## src/hdl/ccl_cfg.svh

```systemverilog
/*
 * Offsets, field positions, reset values and timing counts of the
 * clock controller. Assumes a 200 MHz controller clock.
 */
`ifndef CCL_CFG_SVH
`define CCL_CFG_SVH

`define CCL_CLK_MHZ 200
`define CCL_STAB_TIME_NS 1000
`define CCL_STAB_CYC ((`CCL_STAB_TIME_NS * `CCL_CLK_MHZ + 999) / 1000)
`define CCL_FAIL_TIME_NS 2000
`define CCL_FAIL_CYC ((`CCL_FAIL_TIME_NS * `CCL_CLK_MHZ + 999) / 1000)

`define CCL_OFS_SWITCH 12'h000
`define CCL_OFS_STATUS 12'h004
`define CCL_OFS_GATE 12'h008
`define CCL_OFS_PWR 12'h00C
`define CCL_OFS_TRIM 12'h010
`define CCL_OFS_WAKE 12'h014

`define CCL_SW_SRC 1:0
`define CCL_SW_DIV 3:2
`define CCL_PWR_MODE 1:0
`define CCL_PWR_REGOFF 2
`define CCL_PWR_MON_EN 3
`define CCL_PWR_WAKE_EXT 4
`define CCL_PWR_PLL_EXT 5
`define CCL_PWR_CO_SEL 7:6
`define CCL_PWR_CO_EN 8
`define CCL_ST_FAIL 5

`define CCL_DIV_RST 2'h3
`define CCL_PWR_RST 9'h000
`define CCL_TRIM_RST 3'h4
`define CCL_WAKE_RST 16'h0100

`endif

```

## src/hdl/ccl_pkg.sv

```systemverilog
/*
 * Types of the clock controller: sources, modes, states, bus carriers.
 * Assumes an APB master with 12 address bits and 32-bit data.
 */
package ccl_pkg;

typedef enum logic [1:0] {
    CCL_SRC_FAST = 2'h0,
    CCL_SRC_SLOW = 2'h1,
    CCL_SRC_EXT = 2'h2
} ccl_src_e;

typedef enum logic [1:0] {
    CCL_MODE_RUN = 2'h0,
    CCL_MODE_WAIT = 2'h1,
    CCL_MODE_AHALT = 2'h2,
    CCL_MODE_HALT = 2'h3
} ccl_mode_e;

typedef enum logic [4:0] {
    CCL_ST_RUN = 5'h01,
    CCL_ST_WAIT_RDY = 5'h02,
    CCL_ST_GAP = 5'h04,
    CCL_ST_LOWPWR = 5'h08,
    CCL_ST_STAB = 5'h10
} ccl_state_e;

typedef struct packed {
    logic psel;
    logic penable;
    logic pwrite;
    logic [11:0] paddr;
    logic [31:0] pwdata;
} ccl_apb_req_s;

typedef struct packed {
    logic [31:0] prdata;
    logic pready;
    logic pslverr;
} ccl_apb_rsp_s;

endpackage

```

## src/hdl/ccl_top.sv

```systemverilog
/*
 * Master clock source selection, divider, gating and low-power sequencing,
 * with failure monitor and APB registers.
 * Assumes oscillator ready flags and clock/event pins are asynchronous,
 * INT_REQ_IN comes from logic on CLK_IN.
 */
// How it works
// - reset runs master clock from fast /8
// - switch waits for ready, break before make
// - core and each peripheral clock gateable
// - wakeup on fast /8, then restore selection
// - monitored external failure forces fast /8
// - PLL output never a master selection
// - PLL reference is fast or external only
// - slow osc drives wake unit, master-selectable
// - fast osc default with 3-bit trim
// - wake time base slow or external tick
// - wait stops core and clears master select, peripherals keep gating, interrupt wakes
// - active-halt stops all, periodic or event wake
// - active-halt regulator on or off variants
// - halt stops clocks, regulator off, event wakes
// - selected clock routed to output pin
// - master clock only from three oscillators
`timescale 1ns/100ps
`include "ccl_cfg.svh"

module ccl_top import ccl_pkg::*; #(
    parameter int PERIPH_N = 8
) (
    input wire logic CLK_IN,
    input wire logic RST_IN,
    input wire logic CE_IN,
    input wire ccl_apb_req_s APB_IN,
    output ccl_apb_rsp_s APB_OUT,
    input wire logic [2:0] OSC_RDY_IN,
    input wire logic EXT_OSC_CLK_IN,
    input wire logic SLOW_OSC_CLK_IN,
    input wire logic EXT_TICK_128K_IN,
    input wire logic EXT_EVENT_IN,
    input wire logic INT_REQ_IN,
    output logic [2:0] MCLK_SEL_OUT,
    output logic [1:0] MCLK_DIV_OUT,
    output logic CPU_CLK_EN_OUT,
    output logic [PERIPH_N-1:0] PERIPH_CLK_EN_OUT,
    output logic MAIN_REG_ON_OUT,
    output logic PLL_REF_EXT_OUT,
    output logic [2:0] FAST_TRIM_OUT,
    output logic WAKE_TBASE_EXT_OUT,
    output logic [1:0] CLKOUT_SEL_OUT,
    output logic CLKOUT_EN_OUT
);

function automatic logic src_legal(input logic [1:0] code);
    src_legal = (code != 2'h3);
endfunction

function automatic logic [2:0] src_onehot(input ccl_src_e src);
    src_onehot = 3'h1 << src;
endfunction

// pin synchronisers and edge detect
logic [6:0] meta_reg;
logic [6:0] sync_reg;
logic [6:0] last_reg;
wire [6:0] pin_raw = {EXT_EVENT_IN, EXT_TICK_128K_IN, SLOW_OSC_CLK_IN, EXT_OSC_CLK_IN,
                      OSC_RDY_IN};
wire [6:0] rise = sync_reg & ~last_reg;
wire [2:0] rdy = sync_reg[2:0];
wire ext_edge = rise[3];
wire slow_edge = rise[4];
wire tick_edge = rise[5];
wire evt = rise[6];

always_ff @(posedge CLK_IN) begin
    if (RST_IN) begin
        meta_reg <= 7'h00;
        sync_reg <= 7'h00;
        last_reg <= 7'h00;
    end else if (CE_IN) begin
        meta_reg <= pin_raw;
        sync_reg <= meta_reg;
        last_reg <= sync_reg;
    end
end

// register state
ccl_apb_rsp_s rsp_reg;
ccl_src_e src_req_reg;
logic [1:0] div_req_reg;
logic [8:0] pwr_reg;
logic [PERIPH_N-1:0] gate_reg;
logic [2:0] trim_reg;
logic [15:0] ivl_reg;
logic fail_flag_reg;

ccl_state_e state_reg, state_next;
ccl_src_e act_src_reg, act_src_next, tgt_src_reg, tgt_src_next;
logic [1:0] act_div_reg, act_div_next, tgt_div_reg, tgt_div_next;
ccl_mode_e lp_mode_reg, lp_mode_next;
logic resume_reg, resume_next;
logic [15:0] awu_cnt_reg;
logic [9:0] stab_cnt_reg;
logic [9:0] miss_cnt_reg;
logic [2:0] mclk_sel_reg;
logic [1:0] mclk_div_reg;
logic cpu_en_reg;
logic [PERIPH_N-1:0] periph_en_reg;
logic reg_on_reg;

// apb decode, one wait state
wire acc_req = APB_IN.psel & APB_IN.penable;
wire first_acc = acc_req & ~rsp_reg.pready;
wire wr_commit = acc_req & APB_IN.pwrite & rsp_reg.pready;
wire [31:0] wd = APB_IN.pwdata;
wire hit_switch = APB_IN.paddr == `CCL_OFS_SWITCH;
wire hit_status = APB_IN.paddr == `CCL_OFS_STATUS;
wire hit_gate = APB_IN.paddr == `CCL_OFS_GATE;
wire hit_pwr = APB_IN.paddr == `CCL_OFS_PWR;
wire hit_trim = APB_IN.paddr == `CCL_OFS_TRIM;
wire hit_wake = APB_IN.paddr == `CCL_OFS_WAKE;
wire map_hit = hit_switch | hit_status | hit_gate | hit_pwr | hit_trim | hit_wake;
wire busy = state_reg != CCL_ST_RUN;
wire [31:0] status_word = {21'h00_0000, lp_mode_reg, rdy, fail_flag_reg, busy,
                           act_div_reg, act_src_reg};
wire [31:0] rd_mux = hit_switch ? {28'h000_0000, div_req_reg, src_req_reg} :
                     hit_status ? status_word :
                     hit_gate ? 32'(gate_reg) :
                     hit_pwr ? {23'h00_0000, pwr_reg} :
                     hit_trim ? {29'h0000_0000, trim_reg} :
                     hit_wake ? {16'h0000, ivl_reg} : 32'h0000_0000;
wire lp_req = wr_commit & hit_pwr & (wd[`CCL_PWR_MODE] != 2'h0);

// monitor, wake and stabilisation helpers
wire mon_active = pwr_reg[`CCL_PWR_MON_EN] & (act_src_reg == CCL_SRC_EXT) &
                  (state_reg != CCL_ST_LOWPWR);
wire fail_evt = mon_active & ~ext_edge & (miss_cnt_reg == 10'(`CCL_FAIL_CYC - 1));
wire tb_edge = pwr_reg[`CCL_PWR_WAKE_EXT] ? tick_edge : slow_edge;
wire awu_run = (state_reg == CCL_ST_LOWPWR) & (lp_mode_reg == CCL_MODE_AHALT);
wire awu_wake = awu_run & (awu_cnt_reg == ivl_reg);
wire stab_done = stab_cnt_reg == 10'(`CCL_STAB_CYC - 1);
wire need_switch = (src_req_reg != act_src_reg) | (div_req_reg != act_div_reg);
wire tgt_rdy = rdy[tgt_src_reg];
logic wake;

always_comb begin
    unique case (lp_mode_reg)
        CCL_MODE_WAIT: wake = INT_REQ_IN | evt;
        CCL_MODE_AHALT: wake = awu_wake | evt;
        CCL_MODE_HALT: wake = evt;
        CCL_MODE_RUN: wake = 1'b0;
    endcase
end

always_comb begin
    state_next = state_reg;
    act_src_next = act_src_reg;
    act_div_next = act_div_reg;
    tgt_src_next = tgt_src_reg;
    tgt_div_next = tgt_div_reg;
    lp_mode_next = lp_mode_reg;
    resume_next = resume_reg;
    if (fail_evt) begin
        tgt_src_next = CCL_SRC_FAST;
        tgt_div_next = `CCL_DIV_RST;
        resume_next = 1'b0;
        state_next = CCL_ST_GAP;
    end else begin
        unique case (state_reg)
            CCL_ST_RUN: begin
                if (lp_req) begin
                    lp_mode_next = ccl_mode_e'(wd[`CCL_PWR_MODE]);
                    state_next = CCL_ST_LOWPWR;
                end else if (need_switch) begin
                    tgt_src_next = src_req_reg;
                    tgt_div_next = div_req_reg;
                    state_next = CCL_ST_WAIT_RDY;
                end
            end
            CCL_ST_WAIT_RDY: begin
                if (tgt_rdy) begin
                    state_next = CCL_ST_GAP;
                end
            end
            CCL_ST_GAP: begin
                act_src_next = tgt_src_reg;
                act_div_next = tgt_div_reg;
                resume_next = 1'b0;
                state_next = resume_reg ? CCL_ST_STAB : CCL_ST_RUN;
            end
            CCL_ST_LOWPWR: begin
                if (wake) begin
                    tgt_src_next = CCL_SRC_FAST;
                    tgt_div_next = `CCL_DIV_RST;
                    resume_next = 1'b1;
                    lp_mode_next = CCL_MODE_RUN;
                    state_next = CCL_ST_GAP;
                end
            end
            CCL_ST_STAB: begin
                if (stab_done) begin
                    state_next = CCL_ST_RUN;
                end
            end
            default: state_next = CCL_ST_RUN;
        endcase
    end
end

wire lp_next = state_next == CCL_ST_LOWPWR;
wire stop_periph = lp_next & (lp_mode_next != CCL_MODE_WAIT);
wire reg_off = lp_next & ((lp_mode_next == CCL_MODE_HALT) |
               ((lp_mode_next == CCL_MODE_AHALT) & pwr_reg[`CCL_PWR_REGOFF]));

always_ff @(posedge CLK_IN) begin
    if (RST_IN) begin
        state_reg <= CCL_ST_RUN;
        act_src_reg <= CCL_SRC_FAST;
        act_div_reg <= `CCL_DIV_RST;
        tgt_src_reg <= CCL_SRC_FAST;
        tgt_div_reg <= `CCL_DIV_RST;
        lp_mode_reg <= CCL_MODE_RUN;
        resume_reg <= 1'b0;
        mclk_sel_reg <= 3'h1;
        mclk_div_reg <= `CCL_DIV_RST;
        cpu_en_reg <= 1'b1;
        periph_en_reg <= '1;
        reg_on_reg <= 1'b1;
    end else if (CE_IN) begin
        state_reg <= state_next;
        act_src_reg <= act_src_next;
        act_div_reg <= act_div_next;
        tgt_src_reg <= tgt_src_next;
        tgt_div_reg <= tgt_div_next;
        lp_mode_reg <= lp_mode_next;
        resume_reg <= resume_next;
        mclk_sel_reg <= lp_next | (state_next == CCL_ST_GAP) ? 3'h0 :
                        src_onehot(act_src_next);
        mclk_div_reg <= act_div_next;
        cpu_en_reg <= ~lp_next;
        periph_en_reg <= stop_periph ? '0 : gate_reg;
        reg_on_reg <= ~reg_off;
    end
end

always_ff @(posedge CLK_IN) begin
    if (RST_IN) begin
        awu_cnt_reg <= 16'h0000;
        stab_cnt_reg <= 10'h000;
        miss_cnt_reg <= 10'h000;
    end else if (CE_IN) begin
        awu_cnt_reg <= ~awu_run ? 16'h0000 : awu_cnt_reg + 16'(tb_edge);
        stab_cnt_reg <= (state_reg == CCL_ST_STAB) ? stab_cnt_reg + 10'h001 : 10'h000;
        if (~mon_active | ext_edge) begin
            miss_cnt_reg <= 10'h000;
        end else if (miss_cnt_reg != 10'(`CCL_FAIL_CYC)) begin
            miss_cnt_reg <= miss_cnt_reg + 10'h001;
        end
    end
end

// software registers; failure overrides the request so it is not undone
always_ff @(posedge CLK_IN) begin
    if (RST_IN) begin
        rsp_reg <= '0;
        src_req_reg <= CCL_SRC_FAST;
        div_req_reg <= `CCL_DIV_RST;
        pwr_reg <= `CCL_PWR_RST;
        gate_reg <= '1;
        trim_reg <= `CCL_TRIM_RST;
        ivl_reg <= `CCL_WAKE_RST;
        fail_flag_reg <= 1'b0;
    end else if (CE_IN) begin
        rsp_reg.pready <= first_acc;
        rsp_reg.pslverr <= first_acc & ~map_hit;
        rsp_reg.prdata <= (first_acc & ~APB_IN.pwrite) ? rd_mux : 32'h0000_0000;
        if (fail_evt) begin
            src_req_reg <= CCL_SRC_FAST;
            div_req_reg <= `CCL_DIV_RST;
        end else if (wr_commit & hit_switch) begin
            if (src_legal(wd[`CCL_SW_SRC])) begin
                src_req_reg <= ccl_src_e'(wd[`CCL_SW_SRC]);
            end
            div_req_reg <= wd[`CCL_SW_DIV];
        end
        if (wr_commit & hit_pwr) begin
            pwr_reg <= {wd[8:2], 2'h0};
        end
        if (wr_commit & hit_gate) begin
            gate_reg <= wd[PERIPH_N-1:0];
        end
        if (wr_commit & hit_trim) begin
            trim_reg <= wd[2:0];
        end
        if (wr_commit & hit_wake) begin
            ivl_reg <= wd[15:0];
        end
        if (fail_evt) begin
            fail_flag_reg <= 1'b1;
        end else if (wr_commit & hit_status & wd[`CCL_ST_FAIL]) begin
            fail_flag_reg <= 1'b0;
        end
    end
end

assign APB_OUT = rsp_reg;
assign MCLK_SEL_OUT = mclk_sel_reg;
assign MCLK_DIV_OUT = mclk_div_reg;
assign CPU_CLK_EN_OUT = cpu_en_reg;
assign PERIPH_CLK_EN_OUT = periph_en_reg;
assign MAIN_REG_ON_OUT = reg_on_reg;
assign PLL_REF_EXT_OUT = pwr_reg[`CCL_PWR_PLL_EXT];
assign FAST_TRIM_OUT = trim_reg;
assign WAKE_TBASE_EXT_OUT = pwr_reg[`CCL_PWR_WAKE_EXT];
assign CLKOUT_SEL_OUT = pwr_reg[`CCL_PWR_CO_SEL];
assign CLKOUT_EN_OUT = pwr_reg[`CCL_PWR_CO_EN];
endmodule

```

## config.mk

```make
export PLATFORM = sky130hd
export DESIGN_NAME = ccl_top
export DESIGN_NICKNAME = d
export VERILOG_FILES = /design/src/hdl/ccl_pkg.sv /design/src/hdl/ccl_top.sv
export VERILOG_INCLUDE_DIRS = /design/src /design/src/hdl
export SDC_FILE = /design/constraint.sdc
export NUM_CORES = 1
export LEC_CHECK = 0
export ABC_AREA = 1
export ABC_CLOCK_PERIOD_IN_PS = 4800
export BUFFER_PORTS_ARGS = -buffer_cell sky130_fd_sc_hd__buf_2
export CAP_MARGIN = 20
export CELL_PAD_IN_SITES_DETAIL_PLACEMENT = 0
export CELL_PAD_IN_SITES_GLOBAL_PLACEMENT = 1
export CORE_ASPECT_RATIO = 0.5
export CORE_MARGIN = 5
export CORE_UTILIZATION = 33
export CTS_CLUSTER_DIAMETER = 80
export DETAILED_ROUTE_END_ITERATION = 10
export PLACE_DENSITY_LB_ADDON = 0.1
export SLEW_MARGIN = 25
export SYNTH_ARGS = -nofsm -noshare
export SYNTH_HDL_FRONTEND = slang
export SYNTH_SLANG_ARGS = --single-unit
```

## constraint.sdc

```tcl
create_clock -name CLK_IN -period 4.8 [get_ports CLK_IN]
set_input_delay 0 -clock CLK_IN [delete_from_list [all_inputs] [get_ports CLK_IN]]
set_output_delay 0 -clock CLK_IN [all_outputs]
set_load 0.005 [all_outputs]
```

# ---- After elaboration in Yosys (flattened, before gate mapping)
# Index checks and enable logic that the tools add are counted.
dict set report word_totals {
  register_bits 159
  in_bits 58
  output_inout_bits 57
}
dict set report classes {
  n_addsub 3
  n_lt_le_gt_ge 1
  eq_ne 31
  n_shift 1
  muxes 53
  bitwise 44
  reduce_logical 20
}
# op n
set op_table {}
lappend op_table {{two-way mux 16 bit} 8}
lappend op_table {{two-way mux 2 bit} 20}
lappend op_table {{two-way mux 5 bit} 7}
lappend op_table {{two-way mux 10 bit} 3}
lappend op_table {{one-hot mux 5 bit (5 select lines)} 1}
lappend op_table {{equality test 12 x 4 -> 1 bit, second input constant} 2}
lappend op_table {{equality test 12 x 5 -> 1 bit, second input constant} 2}
lappend op_table {{bitwise AND 1 bit} 23}
lappend op_table {{adder 10 x 1 -> 10 bit, second input constant} 2}
lappend op_table {{adder 16 x 1 -> 16 bit} 1}
lappend op_table {{equality test 16 bit} 1}
lappend op_table {{AND reduction 2 bit} 7}
lappend op_table {{equality test 12 x 3 -> 1 bit, second input constant} 1}
lappend op_table {{logical NOT 12 bit} 1}
lappend op_table {{one-hot mux 2 bit (2 select lines)} 3}
lappend op_table {{bitwise OR 1 bit} 11}
lappend op_table {{equality test 10 x 8 -> 1 bit, second input constant} 1}
lappend op_table {{equality test 10 x 9 -> 1 bit, second input constant} 1}
lappend op_table {{equality test 2 bit, second input constant} 5}
lappend op_table {{equality test 5 x 3 -> 1 bit, second input constant} 2}
lappend op_table {{equality test 5 x 4 -> 1 bit, second input constant} 2}
lappend op_table {{!= test 10 x 9 -> 1 bit, second input constant} 1}
lappend op_table {{nonzero test 2 bit} 5}
lappend op_table {{!= test 3 bit, second input constant} 3}
lappend op_table {{other kinds (24)} 40}

# ---- Logic depth before layout (Yosys ltp)
dict set report logic_depth {
  word_depth 13
  mapped_depth 17
  mapped_depth_nobuf 17
}

# ---- Worst setup path before layout
# Ideal clock, no wire load.
dict set report synth_path {
  path_type {reg-to-reg}
  from {reg lp_mode_reg[0]}
  to {reg reg_on_reg (netlist: MAIN_REG_ON_OUT)}
  setup_time_ps 121
  arrival_ps 1660
  t_required_ps 4679
  path_slack_ps 3019
  stages_incl_launch_ff 10
  path_buffers 0
  period_less_slack_ps 1781
  cell_sequence {dfxtp_1 inv_1 ha_1 inv_1 o21ai_0 nand3_4 a21oi_4 nor2_1 inv_1 nand3_1}
}
dict set report synth_via {
  elab_chain_len 13
  word_cells_on_any_way 22
  classes_between {eq/ne (6); mux (8); bitwise (7); reduce/logical (1)}
}
# item line
set synth_rtl {}
lappend synth_rtl {{start, declared} ccl_top.sv:99} ;# ccl_mode_e lp_mode_reg, lp_mode_next;
lappend synth_rtl {{start signal, assigned} ccl_top.sv:234} ;# lp_mode_reg <= lp_mode_next;
lappend synth_rtl {{equality test 2 bit} {ccl_top.sv:138, ccl_top.sv:146}}
lappend synth_rtl {{bitwise AND 1 bit} ccl_top.sv:138} ;# wire awu_run = (state_reg == CCL_ST_LOWPWR) & (lp_mode_reg == CCL_MODE_AHALT);
lappend synth_rtl {{bitwise AND 1 bit} ccl_top.sv:139} ;# wire awu_wake = awu_run & (awu_cnt_reg == ivl_reg);
lappend synth_rtl {{bitwise OR 1 bit} ccl_top.sv:148} ;# CCL_MODE_AHALT: wake = awu_wake | evt;
lappend synth_rtl {{one-hot mux 1 bit (4 select lines)} ccl_top.sv:146} ;# unique case (lp_mode_reg)
lappend synth_rtl {{two-way mux 2 bit} ccl_top.sv:191} ;# if (wake) begin
lappend synth_rtl {{one-hot mux 2 bit (2 select lines)} ccl_top.sv:168} ;# unique case (state_reg)
lappend synth_rtl {{two-way mux 2 bit} ccl_top.sv:162} ;# if (fail_evt) begin
lappend synth_rtl {{equality test 2 bit} ccl_top.sv:212} ;# ((lp_mode_next == CCL_MODE_AHALT) & pwr_reg[`CCL_PWR_REGOFF]));
lappend synth_rtl {{bitwise AND 1 bit} ccl_top.sv:212}
lappend synth_rtl {{bitwise OR 1 bit} ccl_top.sv:211} ;# wire reg_off = lp_next & ((lp_mode_next == CCL_MODE_HALT) |
lappend synth_rtl {{bitwise AND 1 bit (*)} ccl_top.sv:211}
lappend synth_rtl {{NOT 1 bit (*)} ccl_top.sv:241} ;# reg_on_reg <= ~reg_off;
lappend synth_rtl {{end signal, assigned} ccl_top.sv:241}
lappend synth_rtl {{end, declared} ccl_top.sv:108} ;# logic reg_on_reg;
# Mark *: on every way between the ends. The rest lies on a longest branch, timed or not.
# A chain may end at the register's enable or synchronous reset.

# ---- Worst setup path in the final report
dict set report layout_path {
  from {reg pwr_reg[4]}
  to {reg awu_cnt_reg[10]}
}
dict set report layout_via {
  elab_chain_len 3
}
# item line
set layout_rtl {}
lappend layout_rtl {{start, declared} ccl_top.sv:90} ;# logic [8:0] pwr_reg;
lappend layout_rtl {{start signal, assigned} ccl_top.sv:267} ;# pwr_reg <= `CCL_PWR_RST;
lappend layout_rtl {{start signal, assigned} ccl_top.sv:286} ;# pwr_reg <= {wd[8:2], 2'h0};
lappend layout_rtl {{two-way mux 1 bit} ccl_top.sv:137} ;# wire tb_edge = pwr_reg[`CCL_PWR_WAKE_EXT] ? tick_edge : slow_edge;
lappend layout_rtl {{adder 16 x 1 -> 16 bit} ccl_top.sv:251} ;# awu_cnt_reg <= ~awu_run ? 16'h0000 : awu_cnt_reg + 16'(tb_edge);
lappend layout_rtl {{two-way mux 16 bit} ccl_top.sv:251}
lappend layout_rtl {{end signal, assigned} ccl_top.sv:251}
lappend layout_rtl {{end, declared} ccl_top.sv:101} ;# logic [15:0] awu_cnt_reg;
# No other way between the ends.

==> results.cfg <==
[run]
maxCapViolations = 0

[critical_path]
cp.required_ps = 5120
cp_top_family = compound AO/OA/AOI/OAI gates
criticalPathCategory = register to register
cp.arrival_ps = 2870
startpoint_type = register
cp_max_fo = 3
worstPathCellList = inv_1 > nand2_1 > o21ai_0 > ha_1 > ha_1 > nand2_1 > nor2_1 > nand2_1 > inv_1 > nand2_1 > nor2_1 > a21oi_1 > o21a_1
end_kind = register
critical_path_buf_inv_count = 2
critical-path-slowest-cell = o21ai_0
cp_slowest_stage_delay_ps = 510
cp_common_cell = nand2_1

[global_route]
grt_pass1_vias = 6043
grtUsageTotal_pct = 17.6
antenna_found_initial = 0
grt_pass1_wl_mm = 33.2
overflow = 0
grt_max_degree = 54

[pwr]
worst_ir_drop_vdd_mv = 0.196
p_leak_nw = 3.52
total_power_w = 0.00279
power.density_mw_per_mm2 = 335

[placed_design]
dp_hpwl_mm = 15.6
place_area_mm2 = 0.00744
pre_cts_slack_ps = 2280
gp_congestion = 0.839
dp_cells = 1303
port_buffers = 82

[yosys]
ys_ff_latch = 140
ys_async_sr_fraction_pct = 0
synthTopCellsByCount = nand2_1, dfxtp_1, inv_1
avgSynthCellArea_um2 = 7.00
synth_area_mm2 = 0.00685
synth.top_cells.by_area = dfxtp_1, nand2_1, a21oi_1, inv_1, o21ai_0
synth_edf_count = 0
yosysSeqAreaShare_pct = 40.9
yosys.cell_count.top_type = nand2_1
synth_cell_types = 46
synth_top_area_cell = dfxtp_1
ys.flop_type = dfxtp_1
synthCells = 979
yosys.area.top_type_share_pct = 40.9
yosysWarnings = 0

[layout]
largest_reg_flops = 18
drive_gt1_share_pct = 14.5
fin_area_mm2 = 0.00831
finalNonFillerCells = 1361
fill_cells = 2145
seq_area_mm2 = 0.00280
diodes = 0
multiInputGateArea_mm2 = 0.00334
nets = 1141
syn2layout_area_growth_pct = 21.2

[clocking]
clk_latency_ps = 420
clock-sinks = 140
clk_pin_slew_ps = 60
htreeDepth = 4
cts_tree = done
cts_buffer_depth = 2
cts_resized = 0
cts_made_buffers = 17
cts-root-buf = clkbuf_16

[timing]
worst_pin_slew_ps = 944
min_period_ps = 2550
fmax_ghz = 0.393
relSlewSlack_pct = 36.9
post-route-period-util_pct = 53.1
setup_ws_ps = 2250
setup_viol = 0
rsz0062_at_grt = no
fin_tns_setup_ps = 0
hold_violations = 0
slew_violations = 0
fin_worst_skew_ps = 8.37

[drt]
wl_met2_mm = 8.65
wl_met3_mm = 1.13
wl_met1_mm = 10.9
routedWlPerCell_um = 15.3
drtPass1Iterations = 5
initialDrtViolationCount = 472
routed.top_layer = met4
drtAntennaViolNets = 0
vias = 6523
drt_wl_total_mm = 20.8
post-route-drc-count = 0
avgViaCountPerCell = 4.79

[floorplanning]
die-area_mm2 = 0.0239
coreArea_mm2 = 0.0205
start_util_pct = 33.5
rows = 37
ioPinCount = 115
die_w_um = 214
die_h_um = 112

[hold_path]
hold_path.class = primary input to register

[status]
status = completed
per-layer routing:
layer,track usage (%),vias up
met1,26.6,3000
met2,25.3,122
met3,3.94,15
met4,4.45,0
li1,-,3386
met5,0,-
final cells by class:
cell class,instances,share of cell area (%)
clock buffer,25,5.96
multi-input combinational,671,40.2
timing repair buffer,114,8.64
clock inverter,6,1.31
sequential,140,33.7
tap,273,4.11
inverter,132,6.02
metrics by stage:
step / hold slack [ps] / utilization (%)
floorplan: 128 / -
global placement: 224 / 36.3
detailed placement: 230 / 36.3
CTS: 66.1 / 40.6
global route: 111 / 40.6
finish: 99.5 / 40.6
placed cells by master (no fill, tap or decap), types with 17 or more instances in the layout:
| cell type | n |
|---|---|
| inv_1 | 119 |
| a21oi_1 | 100 |
| nor2_1 | 88 |
| dfxtp_1 | 140 |
| nand2_1 | 207 |
| nand3_1 | 37 |
| clkbuf_16 | 17 |
| nand4_1 | 17 |
| nor3_1 | 32 |
| dlygate4sd3_1 | 27 |
| o21ai_0 | 70 |
| buf_2 | 82 |
kinds of logic (layout without fill, tap and decap cells):
group,after synthesis,count (layout),share of synthesized area (%)
and+or+nand+nor,416,416,27.4
xor gates and xnor gates,7,7,0.895
adders and majority gates,7,7,1.28
DFF,140,140,40.9
AOI/OAI and AO/OA,225,225,18.3
other,1,16,0.0547
buffers and inverters,183,277,11.2
power breakdown:
group	total [W]	switching [W]	internal, W
Combinational	0.000212	0.000136	0.0000756
Clock	0.00137	0.000502	0.000870
Sequential	0.00120	0.0000172	0.00119
final timing paths:
path                     from               to  slack (ps)  depth (start not counted)
hold / removal     APB_IN[37]      APB_OUT[16]         100                          6
setup / recovery   pwr_reg[4]  awu_cnt_reg[10]        2250                         13
hold reg to reg   APB_OUT[13]      APB_OUT[13]         460                          2
setup reg to reg   pwr_reg[4]  awu_cnt_reg[10]        2250                         13
worst register-to-register path, stage by stage (launching register included):
cell and delay, ps:
dfxtp_1 330, inv_1 130, nand2_1 60, o21ai_0 510
ha_1 310, ha_1 180, nand2_1 80, nor2_1 170
nand2_1 80, inv_1 100, nand2_1 110, nor2_1 190
a21oi_1 90, o21a_1 110
what timing repair did:
action                                 4_1_cts  5_1_grt
endpoints found under the hold margin       47        0
buffers inserted                             0        0
hold buffers                                27        0
No activity file was read; power rests on OpenSTA's default activity.
